`config.mk`:
```
export PLATFORM = sky130hd
export DESIGN_NAME = cpu_instruction_timing_decode
export DESIGN_NICKNAME = d
export VERILOG_FILES = /design/src/itd_pkg.sv /design/src/cpu_instruction_timing_decode.sv
export VERILOG_INCLUDE_DIRS = /design/src /design/src/src
export SDC_FILE = /design/constraint.sdc
export NUM_CORES = 1
export LEC_CHECK = 0
export ABC_AREA = 1
export BUFFER_PORTS_ARGS = -buffer_cell sky130_fd_sc_hd__clkbuf_2
export CORE_UTILIZATION = 45
export DETAILED_ROUTE_END_ITERATION = 8
export PLACE_DENSITY = 0.71
export SLEW_MARGIN = 20
export SYNTH_ARGS = -nofsm -noshare
export SYNTH_HDL_FRONTEND = slang
export SYNTH_SLANG_ARGS = --single-unit
```
`constraint.sdc`:
```
create_clock -name clock_i -period 4.2 [get_ports clock_i]
set_clock_uncertainty 0.1 [all_clocks]
set_input_delay 0.84 -clock clock_i [delete_from_list [all_inputs] [get_ports clock_i]]
set_output_delay 0.84 -clock clock_i [all_outputs]
set_load 0.1 [all_outputs]
```
`src/itd_cfg.svh`:
```
// Overview of operation
// - XOR immediate into direct: 3 bytes, 3 cycles.
// - Accumulator single operations take one cycle.
// - Direct to direct move: 3 bytes, 3 cycles.
// - Accumulator load via index: 1 byte, 2 cycles.
// - Indirect to direct move: 2 bytes, 2 cycles.
// - Data pointer load: 3 bytes, 3 cycles.
// - Code byte reads: 1 byte, 3 cycles.
// - External data reads: 1 byte, 3 cycles.
// - Low nibble exchange: 1 byte, 2 cycles.
// - Bit and carry ops: 2/2; carry-only one.
// - Carry jumps: 2 bytes, 2 or 3 cycles.
// - Bit jumps 3/4 cycles; test-and-clear clears bit.
// - Accumulator plus pointer jump: 1 byte, 3 cycles.
// - Compare jumps 3/4, indirect form 4/5 cycles.
// - Decrement jumps: register 2/3, direct 3/4.
// - Register and indirect operands use active bank.
// - Relative displacement signed, from next instruction.
// - Direct below 0x80 is RAM, else special.
// - Page target keeps upper next-address bits.
// - Long target reaches whole program space.
// - Opcode 0xA5 behaves exactly like no-operation.
// - Not taken uses lower count, taken higher.
// - Bank select picks eight-byte register group.
`ifndef ITD_CFG_SVH
`define ITD_CFG_SVH

`define ITD_PROG_AW      13
`define ITD_PAGE_LSB     11
`define ITD_SFR_BIT      7
`define ITD_BIT_AREA     8'h20
`define ITD_CNT_W        3
`define ITD_RST_SYNC     2'h0

`define OP_NOP           8'h00
`define OP_SPARE         8'hA5
`define OP_XRL_DIR_IMM   8'h63
`define OP_MOV_DIR_DIR   8'h85
`define OP_LOAD_POINTER  8'h90
`define OP_JC            8'h40
`define OP_JBC           8'h10
`define OP_SJMP          8'h80

`endif

```
`src/itd_pkg.sv`:
```
`default_nettype none
package itd_pkg;

    typedef enum logic [3:0] {
        br_none = 4'h0, br_always = 4'h1, br_jc = 4'h2, br_jnc = 4'h3,
        br_jb = 4'h4, br_jnb = 4'h5, br_jbc = 4'h6, br_jz = 4'h7,
        br_jnz = 4'h8, br_cjne = 4'h9, br_djnz = 4'hA
    } branch_e;

    typedef enum logic [2:0] {
        tgt_none = 3'h0, tgt_rel1 = 3'h1, tgt_rel2 = 3'h2,
        tgt_page = 3'h3, tgt_long = 3'h4, tgt_acc_pointer = 3'h5
    } target_e;

    typedef enum logic [0:0] {st_idle = 1'h0, st_exec = 1'h1} seq_state_e;

    typedef struct packed {
        logic [1:0] len;
        logic [2:0] cycles;
        logic       cond;
        branch_e    branch;
        target_e    target;
        logic       known;
    } dec_s;

    typedef struct packed {
        logic [7:0]  opcode;
        logic [7:0]  op1;
        logic [7:0]  op2;
        logic [15:0] next_pc;
    } instr_s;

    typedef struct packed {
        logic [7:0]  acc;
        logic        carry;
        logic [1:0]  register_bank_select;
        logic [7:0]  r0;
        logic [7:0]  r1;
        logic [15:0] data_pointer;
        logic        bit_value;
        logic [7:0]  cmp_lhs;
        logic [7:0]  cmp_rhs;
        logic [7:0]  djnz_value;
    } core_state_s;

    typedef struct packed {
        logic [1:0]  len;
        logic [2:0]  cycles;
        logic        branch_taken;
        logic        target_valid;
        logic [15:0] target;
        logic [7:0]  direct_addr;
        logic        direct_is_sfr;
        logic [4:0]  bank_register_operand;
        logic [7:0]  indirect_index_operand;
        logic [7:0]  bit_byte_addr;
        logic        clear_bit;
        logic        unsupported;
    } info_s;

endpackage
`default_nettype wire
```
`src/cpu_instruction_timing_decode.sv`:
```
`include "itd_cfg.svh"
`default_nettype none
module cpu_instruction_timing_decode #(
    parameter int PROG_AW = `ITD_PROG_AW
) (
    input  wire logic                 clock_i,
    input  wire logic                 arst_n_i,
    input  wire logic                 instr_valid_i,
    input  wire itd_pkg::instr_s      instr_i,
    input  wire itd_pkg::core_state_s state_i,
    output logic                      ready_o,
    output logic                      done_o,
    output itd_pkg::info_s            info_o
);
    import itd_pkg::*;

    // A page target needs more than the page bits, and addresses are 16 bits.
    if (PROG_AW <= `ITD_PAGE_LSB || PROG_AW > 16) begin : g_bad_aw
        $error("PROG_AW must lie between 12 and 16");
    end

    ////////////////////////////////////////////////////////////////////////
    // Reset release.

    logic [1:0] rst_sync_q;
    logic       rst_n;

    // The asynchronous reset is released through two flops to avoid
    // recovery hazards on the sequencing logic.
    always_ff @(posedge clock_i or negedge arst_n_i) begin
        if (!arst_n_i) begin
            rst_sync_q <= `ITD_RST_SYNC;
        end else begin
            rst_sync_q <= {rst_sync_q[0], 1'b1};
        end
    end
    assign rst_n = rst_sync_q[1];

    ////////////////////////////////////////////////////////////////////////
    // Functions.

    function automatic dec_s mk(input logic [1:0] len, input logic [2:0] cyc,
                                input logic cond, input branch_e br,
                                input target_e tg);
        dec_s d;
        d.len    = len;
        d.cycles = cyc;
        d.cond   = cond;
        d.branch = br;
        d.target = tg;
        d.known  = 1'b1;
        return d;
    endfunction

    // Length and base cycle count per opcode; for a conditional branch the
    // base is the not-taken count. Opcodes not listed are flagged unknown.
    function automatic dec_s decode(input logic [7:0] op);
        dec_s d;
        d = mk(2'd1, 3'd1, 1'b0, br_none, tgt_none);
        d.known = 1'b0;
        casez (op)
            `OP_XRL_DIR_IMM: d = mk(2'd3, 3'd3, 1'b0, br_none, tgt_none);
            8'h62, 8'h64, 8'h65: d = mk(2'd2, 3'd2, 1'b0, br_none, tgt_none);
            8'b0110_011?: d = mk(2'd1, 3'd2, 1'b0, br_none, tgt_none);
            8'b0110_1???: d = mk(2'd1, 3'd1, 1'b0, br_none, tgt_none);
            // Accumulator clear, complement, rotates and swap.
            8'hE4, 8'hF4, 8'h23, 8'h33,
            8'h03, 8'h13, 8'hC4: d = mk(2'd1, 3'd1, 1'b0, br_none, tgt_none);
            8'b1110_1???, 8'b1111_1???,
            8'b1100_1???: d = mk(2'd1, 3'd1, 1'b0, br_none, tgt_none);
            8'hE5, 8'h74, 8'hF5, 8'hC5: d = mk(2'd2, 3'd2, 1'b0, br_none, tgt_none);
            8'b1010_1???, 8'b0111_1???,
            8'b1000_1???: d = mk(2'd2, 3'd2, 1'b0, br_none, tgt_none);
            `OP_MOV_DIR_DIR, 8'h75: d = mk(2'd3, 3'd3, 1'b0, br_none, tgt_none);
            8'b1110_011?, 8'b1111_011?, 8'b1100_011?,
            8'b1101_011?: d = mk(2'd1, 3'd2, 1'b0, br_none, tgt_none);
            8'b1000_011?, 8'b1010_011?,
            8'b0111_011?: d = mk(2'd2, 3'd2, 1'b0, br_none, tgt_none);
            `OP_LOAD_POINTER: d = mk(2'd3, 3'd3, 1'b0, br_none, tgt_none);
            8'h93, 8'h83: d = mk(2'd1, 3'd3, 1'b0, br_none, tgt_none);
            // External reads and, following them, the writes.
            8'b1110_001?, 8'hE0,
            8'b1111_001?, 8'hF0: d = mk(2'd1, 3'd3, 1'b0, br_none, tgt_none);
            8'hC0, 8'hD0: d = mk(2'd2, 3'd2, 1'b0, br_none, tgt_none);
            8'hC3, 8'hD3, 8'hB3: d = mk(2'd1, 3'd1, 1'b0, br_none, tgt_none);
            8'hC2, 8'hD2, 8'hB2, 8'h82, 8'hB0, 8'h72,
            8'hA0, 8'hA2, 8'h92: d = mk(2'd2, 3'd2, 1'b0, br_none, tgt_none);
            `OP_JC: d = mk(2'd2, 3'd2, 1'b1, br_jc, tgt_rel1);
            8'h50: d = mk(2'd2, 3'd2, 1'b1, br_jnc, tgt_rel1);
            8'h20: d = mk(2'd3, 3'd3, 1'b1, br_jb, tgt_rel2);
            8'h30: d = mk(2'd3, 3'd3, 1'b1, br_jnb, tgt_rel2);
            `OP_JBC: d = mk(2'd3, 3'd3, 1'b1, br_jbc, tgt_rel2);
            8'b???1_0001: d = mk(2'd2, 3'd3, 1'b0, br_always, tgt_page);
            8'b???0_0001: d = mk(2'd2, 3'd3, 1'b0, br_always, tgt_page);
            8'h12, 8'h02: d = mk(2'd3, 3'd4, 1'b0, br_always, tgt_long);
            8'h22, 8'h32: d = mk(2'd1, 3'd5, 1'b0, br_always, tgt_none);
            `OP_SJMP: d = mk(2'd2, 3'd3, 1'b0, br_always, tgt_rel1);
            8'h73: d = mk(2'd1, 3'd3, 1'b0, br_always, tgt_acc_pointer);
            8'h60: d = mk(2'd2, 3'd2, 1'b1, br_jz, tgt_rel1);
            8'h70: d = mk(2'd2, 3'd2, 1'b1, br_jnz, tgt_rel1);
            8'hB4, 8'hB5,
            8'b1011_1???: d = mk(2'd3, 3'd3, 1'b1, br_cjne, tgt_rel2);
            8'b1011_011?: d = mk(2'd3, 3'd4, 1'b1, br_cjne, tgt_rel2);
            8'b1101_1???: d = mk(2'd2, 3'd2, 1'b1, br_djnz, tgt_rel1);
            8'hD5: d = mk(2'd3, 3'd3, 1'b1, br_djnz, tgt_rel2);
            `OP_NOP, `OP_SPARE: d = mk(2'd1, 3'd1, 1'b0, br_none, tgt_none);
            default: d.known = 1'b0;
        endcase
        return d;
    endfunction

    // Branch condition for the opcode's test against the core's state.
    function automatic logic taken_fn(input branch_e br, input core_state_s s);
        logic t;
        t = 1'b0;
        case (br)
            br_always: t = 1'b1;
            br_jc:     t = s.carry;
            br_jnc:    t = !s.carry;
            br_jb:     t = s.bit_value;
            br_jbc:    t = s.bit_value;
            br_jnb:    t = !s.bit_value;
            br_jz:     t = (s.acc == 8'h00);
            br_jnz:    t = (s.acc != 8'h00);
            br_cjne:   t = (s.cmp_lhs != s.cmp_rhs);
            br_djnz:   t = (s.djnz_value != 8'h01); // Value before the decrement.
            default:   t = 1'b0;
        endcase
        return t;
    endfunction

    // Signed displacement counted from the byte after the branch.
    function automatic logic [15:0] rel_fn(input logic [15:0] pc, input logic [7:0] disp);
        return pc + {{8{disp[7]}}, disp};
    endfunction

    // Byte holding a bit address: low half lives in the bit area of RAM,
    // upper half in the aligned special register.
    function automatic logic [7:0] bit_byte_fn(input logic [7:0] b);
        return b[7] ? {b[7:3], 3'h0} : (`ITD_BIT_AREA | {4'h0, b[6:3]});
    endfunction

    ////////////////////////////////////////////////////////////////////////
    // Decode of the presented instruction.

    localparam logic [15:0] LongMask = 16'((32'h1 << PROG_AW) - 32'h1);

    dec_s        dec_w;
    logic        accept_w;
    logic        taken_w;
    logic [2:0]  cycles_w;
    logic [15:0] page_w;
    logic [15:0] target_w;
    info_s       info_w;

    assign dec_w    = decode(instr_i.opcode);
    assign accept_w = instr_valid_i && ready_o;
    assign taken_w  = taken_fn(dec_w.branch, state_i);

    // A taken conditional branch costs one extra cycle.
    assign cycles_w = dec_w.cycles + {2'h0, dec_w.cond & taken_w};

    // Only the low eleven bits are replaced, so the jump never leaves the
    // page of the following instruction.
    assign page_w = {instr_i.next_pc[15:`ITD_PAGE_LSB], instr_i.opcode[7:5],
                     instr_i.op1};

    // Target selection; returns have no target known to this block.
    assign target_w =
        (dec_w.target == tgt_rel1)     ? rel_fn(instr_i.next_pc, instr_i.op1) :
        (dec_w.target == tgt_rel2)     ? rel_fn(instr_i.next_pc, instr_i.op2) :
        (dec_w.target == tgt_page)     ? page_w & LongMask :
        (dec_w.target == tgt_long)     ? {instr_i.op1, instr_i.op2} & LongMask :
        (dec_w.target == tgt_acc_pointer) ? state_i.data_pointer + {8'h00, state_i.acc} :
                                         16'h0000;

    // Operand addressing forms and timing, gathered for the result register.
    assign info_w.len                    = dec_w.len;
    assign info_w.cycles                 = cycles_w;
    assign info_w.branch_taken           = taken_w && (dec_w.branch != br_none);
    assign info_w.target_valid           = taken_w && (dec_w.target != tgt_none);
    assign info_w.target                 = target_w;
    assign info_w.direct_addr            = instr_i.op1;
    assign info_w.direct_is_sfr          = instr_i.op1[`ITD_SFR_BIT];
    assign info_w.bank_register_operand  = {state_i.register_bank_select,
                                            instr_i.opcode[2:0]};
    assign info_w.indirect_index_operand = instr_i.opcode[0] ? state_i.r1
                                                             : state_i.r0;
    assign info_w.bit_byte_addr          = bit_byte_fn(instr_i.op1);
    assign info_w.clear_bit              = (dec_w.branch == br_jbc) &&
                                           state_i.bit_value;
    assign info_w.unsupported            = !dec_w.known;

    ////////////////////////////////////////////////////////////////////////
    // Cycle sequencer.

    seq_state_e            state_q;
    seq_state_e            state_d;
    logic [`ITD_CNT_W-1:0] count_q;
    logic [`ITD_CNT_W-1:0] count_d;
    info_s                 info_q;

    // Next instruction may be offered in the final cycle of the current one,
    // so back-to-back streams keep the core fully busy.
    assign done_o  = (state_q == st_exec) && (count_q == 3'h1);
    assign ready_o = (state_q == st_idle) || done_o;
    assign info_o  = info_q;

    // The counter loads the cycle count and walks down to the final cycle.
    always_comb begin
        state_d = state_q;
        count_d = count_q;
        unique case (state_q)
            st_idle: begin
                if (accept_w) begin
                    state_d = st_exec;
                    count_d = cycles_w;
                end
            end
            st_exec: begin
                if (accept_w) begin
                    count_d = cycles_w;
                end else if (done_o) begin
                    state_d = st_idle;
                    count_d = 3'h0;
                end else begin
                    count_d = count_q - 3'h1;
                end
            end
        endcase
    end

    always_ff @(posedge clock_i or negedge rst_n) begin
        if (!rst_n) begin
            state_q <= st_idle;
            count_q <= 3'h0;
            info_q  <= '0;
        end else begin
            state_q <= state_d;
            count_q <= count_d;
            if (accept_w) begin
                info_q <= info_w;
            end
        end
    end
endmodule
`default_nettype wire

```
==> metrics.yaml, run 1 <==
clock_tree:
  cts.htree.levels: 3
  clk_path_buf_depth: 2
  clock-sinks: 59
  worst_skew_pair.late_latency_ns: 0.32
  cts_tree: "built"
  cts_hold_buf: 0
  post-cts-setup-buffer-count: 0
  path_clk_slew_ns: 0.05
  cts_made_buffers: 9
  cts-root-buf: "clkbuf_16"
  cts_resized: 0
timing:
  period_needed_ns: 3.28
  final_hold_viol_count: 0
  rsz0062_at_grt: "false"
  layout_setup_ws_ns: 0.919
  max_freq_mhz: 305
  whs_ns: 0.197
  slew_headroom: 0.518
  min_period_over_period: 0.781
  fin_setup_tns_ns: 0
  setup_viol: 0
  slew_violations: 0
  worstMarginPinSlew_ns: 0.724
route:
  drt_iter0_drc: 424
  vias: 6652
  route.detailed.drc: 0
  finalWirelength_mm: 18.6
  wl_per_cell_um: 14.9
  post_drt_via_cell_ratio: 5.33
  antenna_left: 0
  firstDrtPassIters: 5
critical_path:
  rrSetupSlack_ns: 1.99
  crit_fanout: 15
  reg2regPathDepth: 9
  crit_type: "primary input to flip-flop"
  end_kind: "flip-flop"
  cp-start-kind: "primary input"
  arrival_ns: 3.36
  r2r-start: "count_q[1]"
  rr_endpoint: "info_o[16]"
  cp.required_ns: 4.28
power_and_ir_drop:
  p_per_area_mw_per_mm2: 661
  vdd_drop_max_mv: 0.351
  p_leak_nw: 3.94
  power_mw: 4.77
grt:
  grt_overflow: 0
  grt_start_max_net_pins: 58
  grt_pass1_vias: 5995
  antenna_found_initial: 0
  grt_pass1_wl_mm: 29.3
  grt_usage: 0.278
placement:
  io_buffers: 167
  dpl.hpwl_mm: 15.4
  pre_cts_slack_ns: 0.625
  gp_congestion: 0.973
floorplanning:
  die_h_um: 117
  die_area_mm2: 0.0136
  io_pins: 168
  initial_core_util: 0.464
  core_mm2: 0.0127
  num_rows: 41
  die_w_um: 117
finish:
  nets: 1226
  final_util: 0.567
  n_antenna_cell: 0
  final-seq-area_mm2: 0.00148
  multiInputGateArea_mm2: 0.00398
  syn2layout_area_growth_pct: 22.2
  fillers: 1294
  drive_above_1_share: 0.215
synthesis:
  syn-cell-area_mm2: 0.00591
  ys_seq_elements: 59
  yosysTopAreaCellShare: 0.250
  yosysTopAreaCell: "dfrtp_1"
  async_reset_ff_frac: 1.00
  yosysWarningCount: 0
  synth_edf_count: 0
  synthTopCellsByArea: "dfrtp_1, nand2_1, ha_1"
  ys_top_cells_by_count: "nand2_1, nor2_1, inv_1, nand3_1, a21oi_1"
  yosysMostFrequentCell: "nand2_1"
  synth_nets: 1061
  syn_inst: 905
  ys.flop_type: "dfrtp_1"
  yosysUniqueCellTypes: 53
  synth.avg_cell_area_um2: 6.53
  synth-seq-area-share: 0.250
status:
  status: "finished, final reports clean"
min_path:
  min-delay-path-class: "primary input to asynchronous set/reset pin"
run:
  cap_violations: 0
-- cells by family (layout without fill, tap and decap cells) --
| kind of cell | after synthesis | in the layout | synth area share |
|---|---|---|---|
| buf+inv | 114 | 284 | 0.0762 |
| compound gates | 164 | 164 | 0.158 |
| xor+xnor | 32 | 32 | 0.0474 |
| other cells | 1 | 1 | 0.000635 |
| flops | 59 | 59 | 0.250 |
| simple gates | 490 | 490 | 0.369 |
| fa+ha+maj | 45 | 45 | 0.0991 |
-- sequential cells by signal, summed over array words and instances (netlist names) --
name,count
count_q,3
info_o,53
rst_sync_q,2
state_q,1
-- cell type report --
cell class / instances / share of cell area
clock buffers: 15 / 0.0385
clock inverters: 1 / 0.00416
inverters: 97 / 0.0508
multi-input cells: 732 / 0.552
flip-flops and latches: 59 / 0.205
well taps: 172 / 0.0298
repair buffers: 171 / 0.120
-- worst max-delay path by stage --
stage                      from         end  slack (ns)  cells after the start
finish              instr_i[32]  count_q[2]        0.92                     17
global route        instr_i[37]  count_q[2]        0.63                     16
CTS                 instr_i[36]  count_q[2]        0.97                     18
detailed placement  instr_i[36]  count_q[2]        0.62                     18
global placement    instr_i[36]  count_q[2]        0.68                     18
floorplan           instr_i[36]  count_q[2]        1.17                     17
-- report_power, final --
group          switching [mW]  leakage, nW  internal (mW)
Combinational            2.55         3.07          0.519
Sequential              0.139        0.727          0.819
Clock                   0.229        0.150          0.507
Total                    2.92         3.94           1.85
-- metrics by stage --
stage               instances  instance area (um2)
floorplan                 905                 5910
global placement         1231                 6910
detailed placement       1231                 6910
CTS                      1247                 7220
global route             1247                 7220
finish                   1247                 7220
-- placed cells by master (no fill, tap or decap), types with 10 or more instances in the layout --
| cell type | netlist | final |
|---|---|---|
| nand4_1 | 13 | 13 |
| xnor2_1 | 13 | 13 |
| nor3_1 | 13 | 13 |
| nor2_1 | 92 | 92 |
| inv_1 | 83 | 83 |
| clkbuf_2 | 0 | 167 |
| dfrtp_1 | 59 | 58 |
| nand2_1 | 243 | 242 |
| a21oi_1 | 66 | 66 |
| inv_2 | 11 | 11 |
| nand3_1 | 79 | 79 |
| a31oi_1 | 13 | 13 |
| ha_1 | 42 | 42 |
| or2_2 | 10 | 10 |
| xor2_1 | 19 | 19 |
| o21ai_0 | 44 | 44 |
-- metal layers --
metal / part of all wire / track usage / routed length (um) / vias to the layer above
met5: 0 / 0 / 0 / -
met4: 0.016 / 0.0675 / 291 / 0
li1: - / - / - / 3365
met2: 0.43 / 0.444 / 8000 / 295
met1: 0.47 / 0.397 / 8760 / 2974
met3: 0.084 / 0.0389 / 1560 / 18
-- critical path, cell delays in order --
cell and delay (ns):
clkbuf_2 0.28, nor2_1 0.14, nand3_1 0.22, nand2_1 0.11, nor2_1 0.15, nand3_1 0.17
nand2_1 0.09, nand2_1 0.05, nand3_1 0.06, nand2_1 0.05, nor2_1 0.08, nand3_1 0.16
and2_1 0.20, ha_1 0.20, ha_1 0.20, o21ai_0 0.22, o221ai_1 0.15
No activity file was read; power rests on OpenSTA's default activity.
==> run 2: changes to the inputs <==
- clock period: 4.2 -> 3.1 ns (I/O delays scaled with it)
==> metrics.yaml, run 2 (synthesis results as in run 1) <==
clock_tree:
  cts_made_buffers: 9  # unchanged
  cts-root-buf: "clkbuf_16"  # unchanged
  post-cts-setup-buffer-count: 0  # unchanged
  cts.htree.levels: 3  # unchanged
  path_clk_slew_ns: 0.05  # about the same
  clock-sinks: 59  # unchanged
  cts_tree: "built"  # unchanged
  clk_path_buf_depth: 2  # unchanged
  worst_skew_pair.late_latency_ns: 0.33  # was 0.32 ns
route:
  vias: 6738  # was 6652
  wl_per_cell_um: 14.8  # was 14.9 um
  firstDrtPassIters: 5  # unchanged
  route.detailed.drc: 0  # unchanged
  finalWirelength_mm: 19.0  # was 18.6 mm
  antenna_left: 0  # unchanged
  post_drt_via_cell_ratio: 5.25  # was 5.33
  drt_iter0_drc: 457  # was 424
timing:
  layout_setup_ws_ns: 0.306  # was 0.919 ns
  max_freq_mhz: 358
  min_period_over_period: 0.901
  slew_headroom: 0.622  # was 0.518
  period_needed_ns: 2.79
  worstMarginPinSlew_ns: 0.570  # was 0.724 ns
  rsz0062_at_grt: "false"  # unchanged
  slew_violations: 0  # unchanged
  setup_viol: 0  # unchanged
  final_hold_viol_count: 0  # unchanged
run:
  cap_violations: 0  # unchanged
floorplanning:
  io_pins: 168  # unchanged
  num_rows: 41  # unchanged
  core_mm2: 0.0127  # unchanged
  initial_core_util: 0.464  # unchanged
  die_w_um: 117  # unchanged
  die_area_mm2: 0.0136  # unchanged
  die_h_um: 117  # unchanged
finish:
  fillers: 1353  # was 1294
  final_cell_mix: "nand2_1, clkbuf_2, nor2_1, inv_1, nand3_1"  # unchanged
  nets: 1262  # was 1226
  final-seq-area_mm2: 0.00148  # unchanged
  n_antenna_cell: 0  # unchanged
  largest_reg_flops: 53  # unchanged
  syn2layout_area_growth_pct: 26.3  # was 22.2%
  multiInputGateArea_mm2: 0.00398  # unchanged
  drive_above_1_share: 0.241  # was 0.215
  final_util: 0.587  # was 0.567
  final_common_cell: "nand2_1"  # unchanged
  final-instance-count-excl-fill: 1283  # was 1247
placement:
  dpl.hpwl_mm: 16.0  # was 15.4 mm
  io_buffers: 167  # unchanged
  placedCellCount: 1266  # was 1231
  pre_cts_slack_ns: -0.0574  # was 0.625 ns
  gp_congestion: 0.990  # was 0.973
critical_path:
  critPathTopFamily: "simple AND/OR/NAND/NOR gates"  # unchanged
  crit_top_cell: "nand2_1"
  cp.required_ns: 3.19  # was 4.28 ns
  cp-start-kind: "primary input"  # unchanged
  crit_chain: "clkbuf_2 -> inv_2 -> nand2_2 -> inv_1 -> nand2_1 -> nor2_1 -> nor3_1 -> inv_1 -> nand2_1 -> nand2_1 -> nand3_1 -> nand3_1 -> and2_1 -> ha_1 -> ha_1 -> o21ai_1 -> o221ai_1"  # was clkbuf_2 -> nor2_1 -> nand3_1 -> nand2_1 -> nor2_1 -> nand3_1 -> nand2_1 -> nand2_1 -> nand3_1 -> nand2_1 -> nor2_1 -> nand3_1 -> and2_1 -> ha_1 -> ha_1 -> o21ai_0 -> o221ai_1
  path_buf_inv: 4  # was 1
  crit_path_top_delay_cell: "nor3_1"  # was clkbuf_2
  crit_type: "primary input to flip-flop"  # unchanged
  arrival_ns: 2.89  # was 3.36 ns
  crit_fanout: 4  # was 15
  end_kind: "flip-flop"  # unchanged
  max_stage_delay_ns: 0.34  # was 0.28 ns
grt:
  grt_pass1_vias: 6135  # was 5995
  grt_overflow: 0  # unchanged
  grt_pass1_wl_mm: 29.6  # was 29.3 mm
  grt_usage: 0.282  # was 0.278
  grt_start_max_net_pins: 42  # was 58
  antenna_found_initial: 0  # unchanged
min_path:
  min-delay-path-class: "flip-flop to asynchronous set/reset pin"  # was primary input to asynchronous set/reset pin
power_and_ir_drop:
  power_mw: 6.40  # was 4.77 mW
  p_leak_nw: 4.10  # was 3.94 nW
  p_per_area_mw_per_mm2: 857  # was 661 mW/mm2
  vdd_drop_max_mv: 0.431  # was 0.351 mV
status:
  status: "finished, final reports clean"  # unchanged
## run 2: changes by cell type in the layout (fill, tap and decap cells not counted), moves of 2 or more
cell / previous run / this run
buf_4: 4 / 39
clkbuf_1: 3 / 1
clkinv_2: 0 / 2
clkinvlp_4: 0 / 2
## run 2: layout make-up
class,instances,area share
clock buffers,12,0.0344
clock inverters,4,0.00335
inverters,97,0.0491
multi-input cells,732,0.534
flip-flops and latches,59,0.198
well taps,172,0.0288
repair buffers,207,0.153
## run 2: worst paths after layout
check                         startpoint             to  slack, ns  depth (start not counted)
min in group clock_i       rst_sync_q[0]  rst_sync_q[1]       0.26                          0
hold / removal             rst_sync_q[1]     info_o[45]       0.12                          0
max in group asynchronous  rst_sync_q[1]     count_q[1]       1.94                          1
setup reg to reg              count_q[1]      info_o[5]       0.87                         11
hold reg to reg            rst_sync_q[1]     info_o[45]       0.12                          0
setup / recovery             instr_i[39]     count_q[2]       0.31                         17
## run 2: what timing repair did
action / in CTS / in global routing
gates resized for setup: 0 / 1
setup endpoints to repair: 0 / 1
endpoints found under the hold margin: 2 / 0
hold buffers: 1 / 0
## run 2: routing by layer
layer / up-vias / routed length, um / global-route usage
li1: 3437 / - / -
met1: 3021 / 9160 / 0.399
met2: 256 / 8280 / 0.448
met3: 24 / 1290 / 0.0348
met4: 0 / 310 / 0.0844
met5: - / 0 / 0
## run 2: where the power goes
part	switching [mW]	internal, mW	total, mW
Clock	0.324	0.580	0.903
Sequential	0.190	1.11	1.30
Combinational	3.46	0.731	4.19
Total	3.98	2.42	6.40
## run 2: per-stage QoR
step	instance area (um2)	setup TNS [ns]	hold WS, ns
floorplan	5910	0	0.224
global placement	7170	0	0.140
detailed placement	7170	-0.0574	0.144
CTS	7460	0	0.147
global route	7460	0	0.175
finish	7460	0	0.124
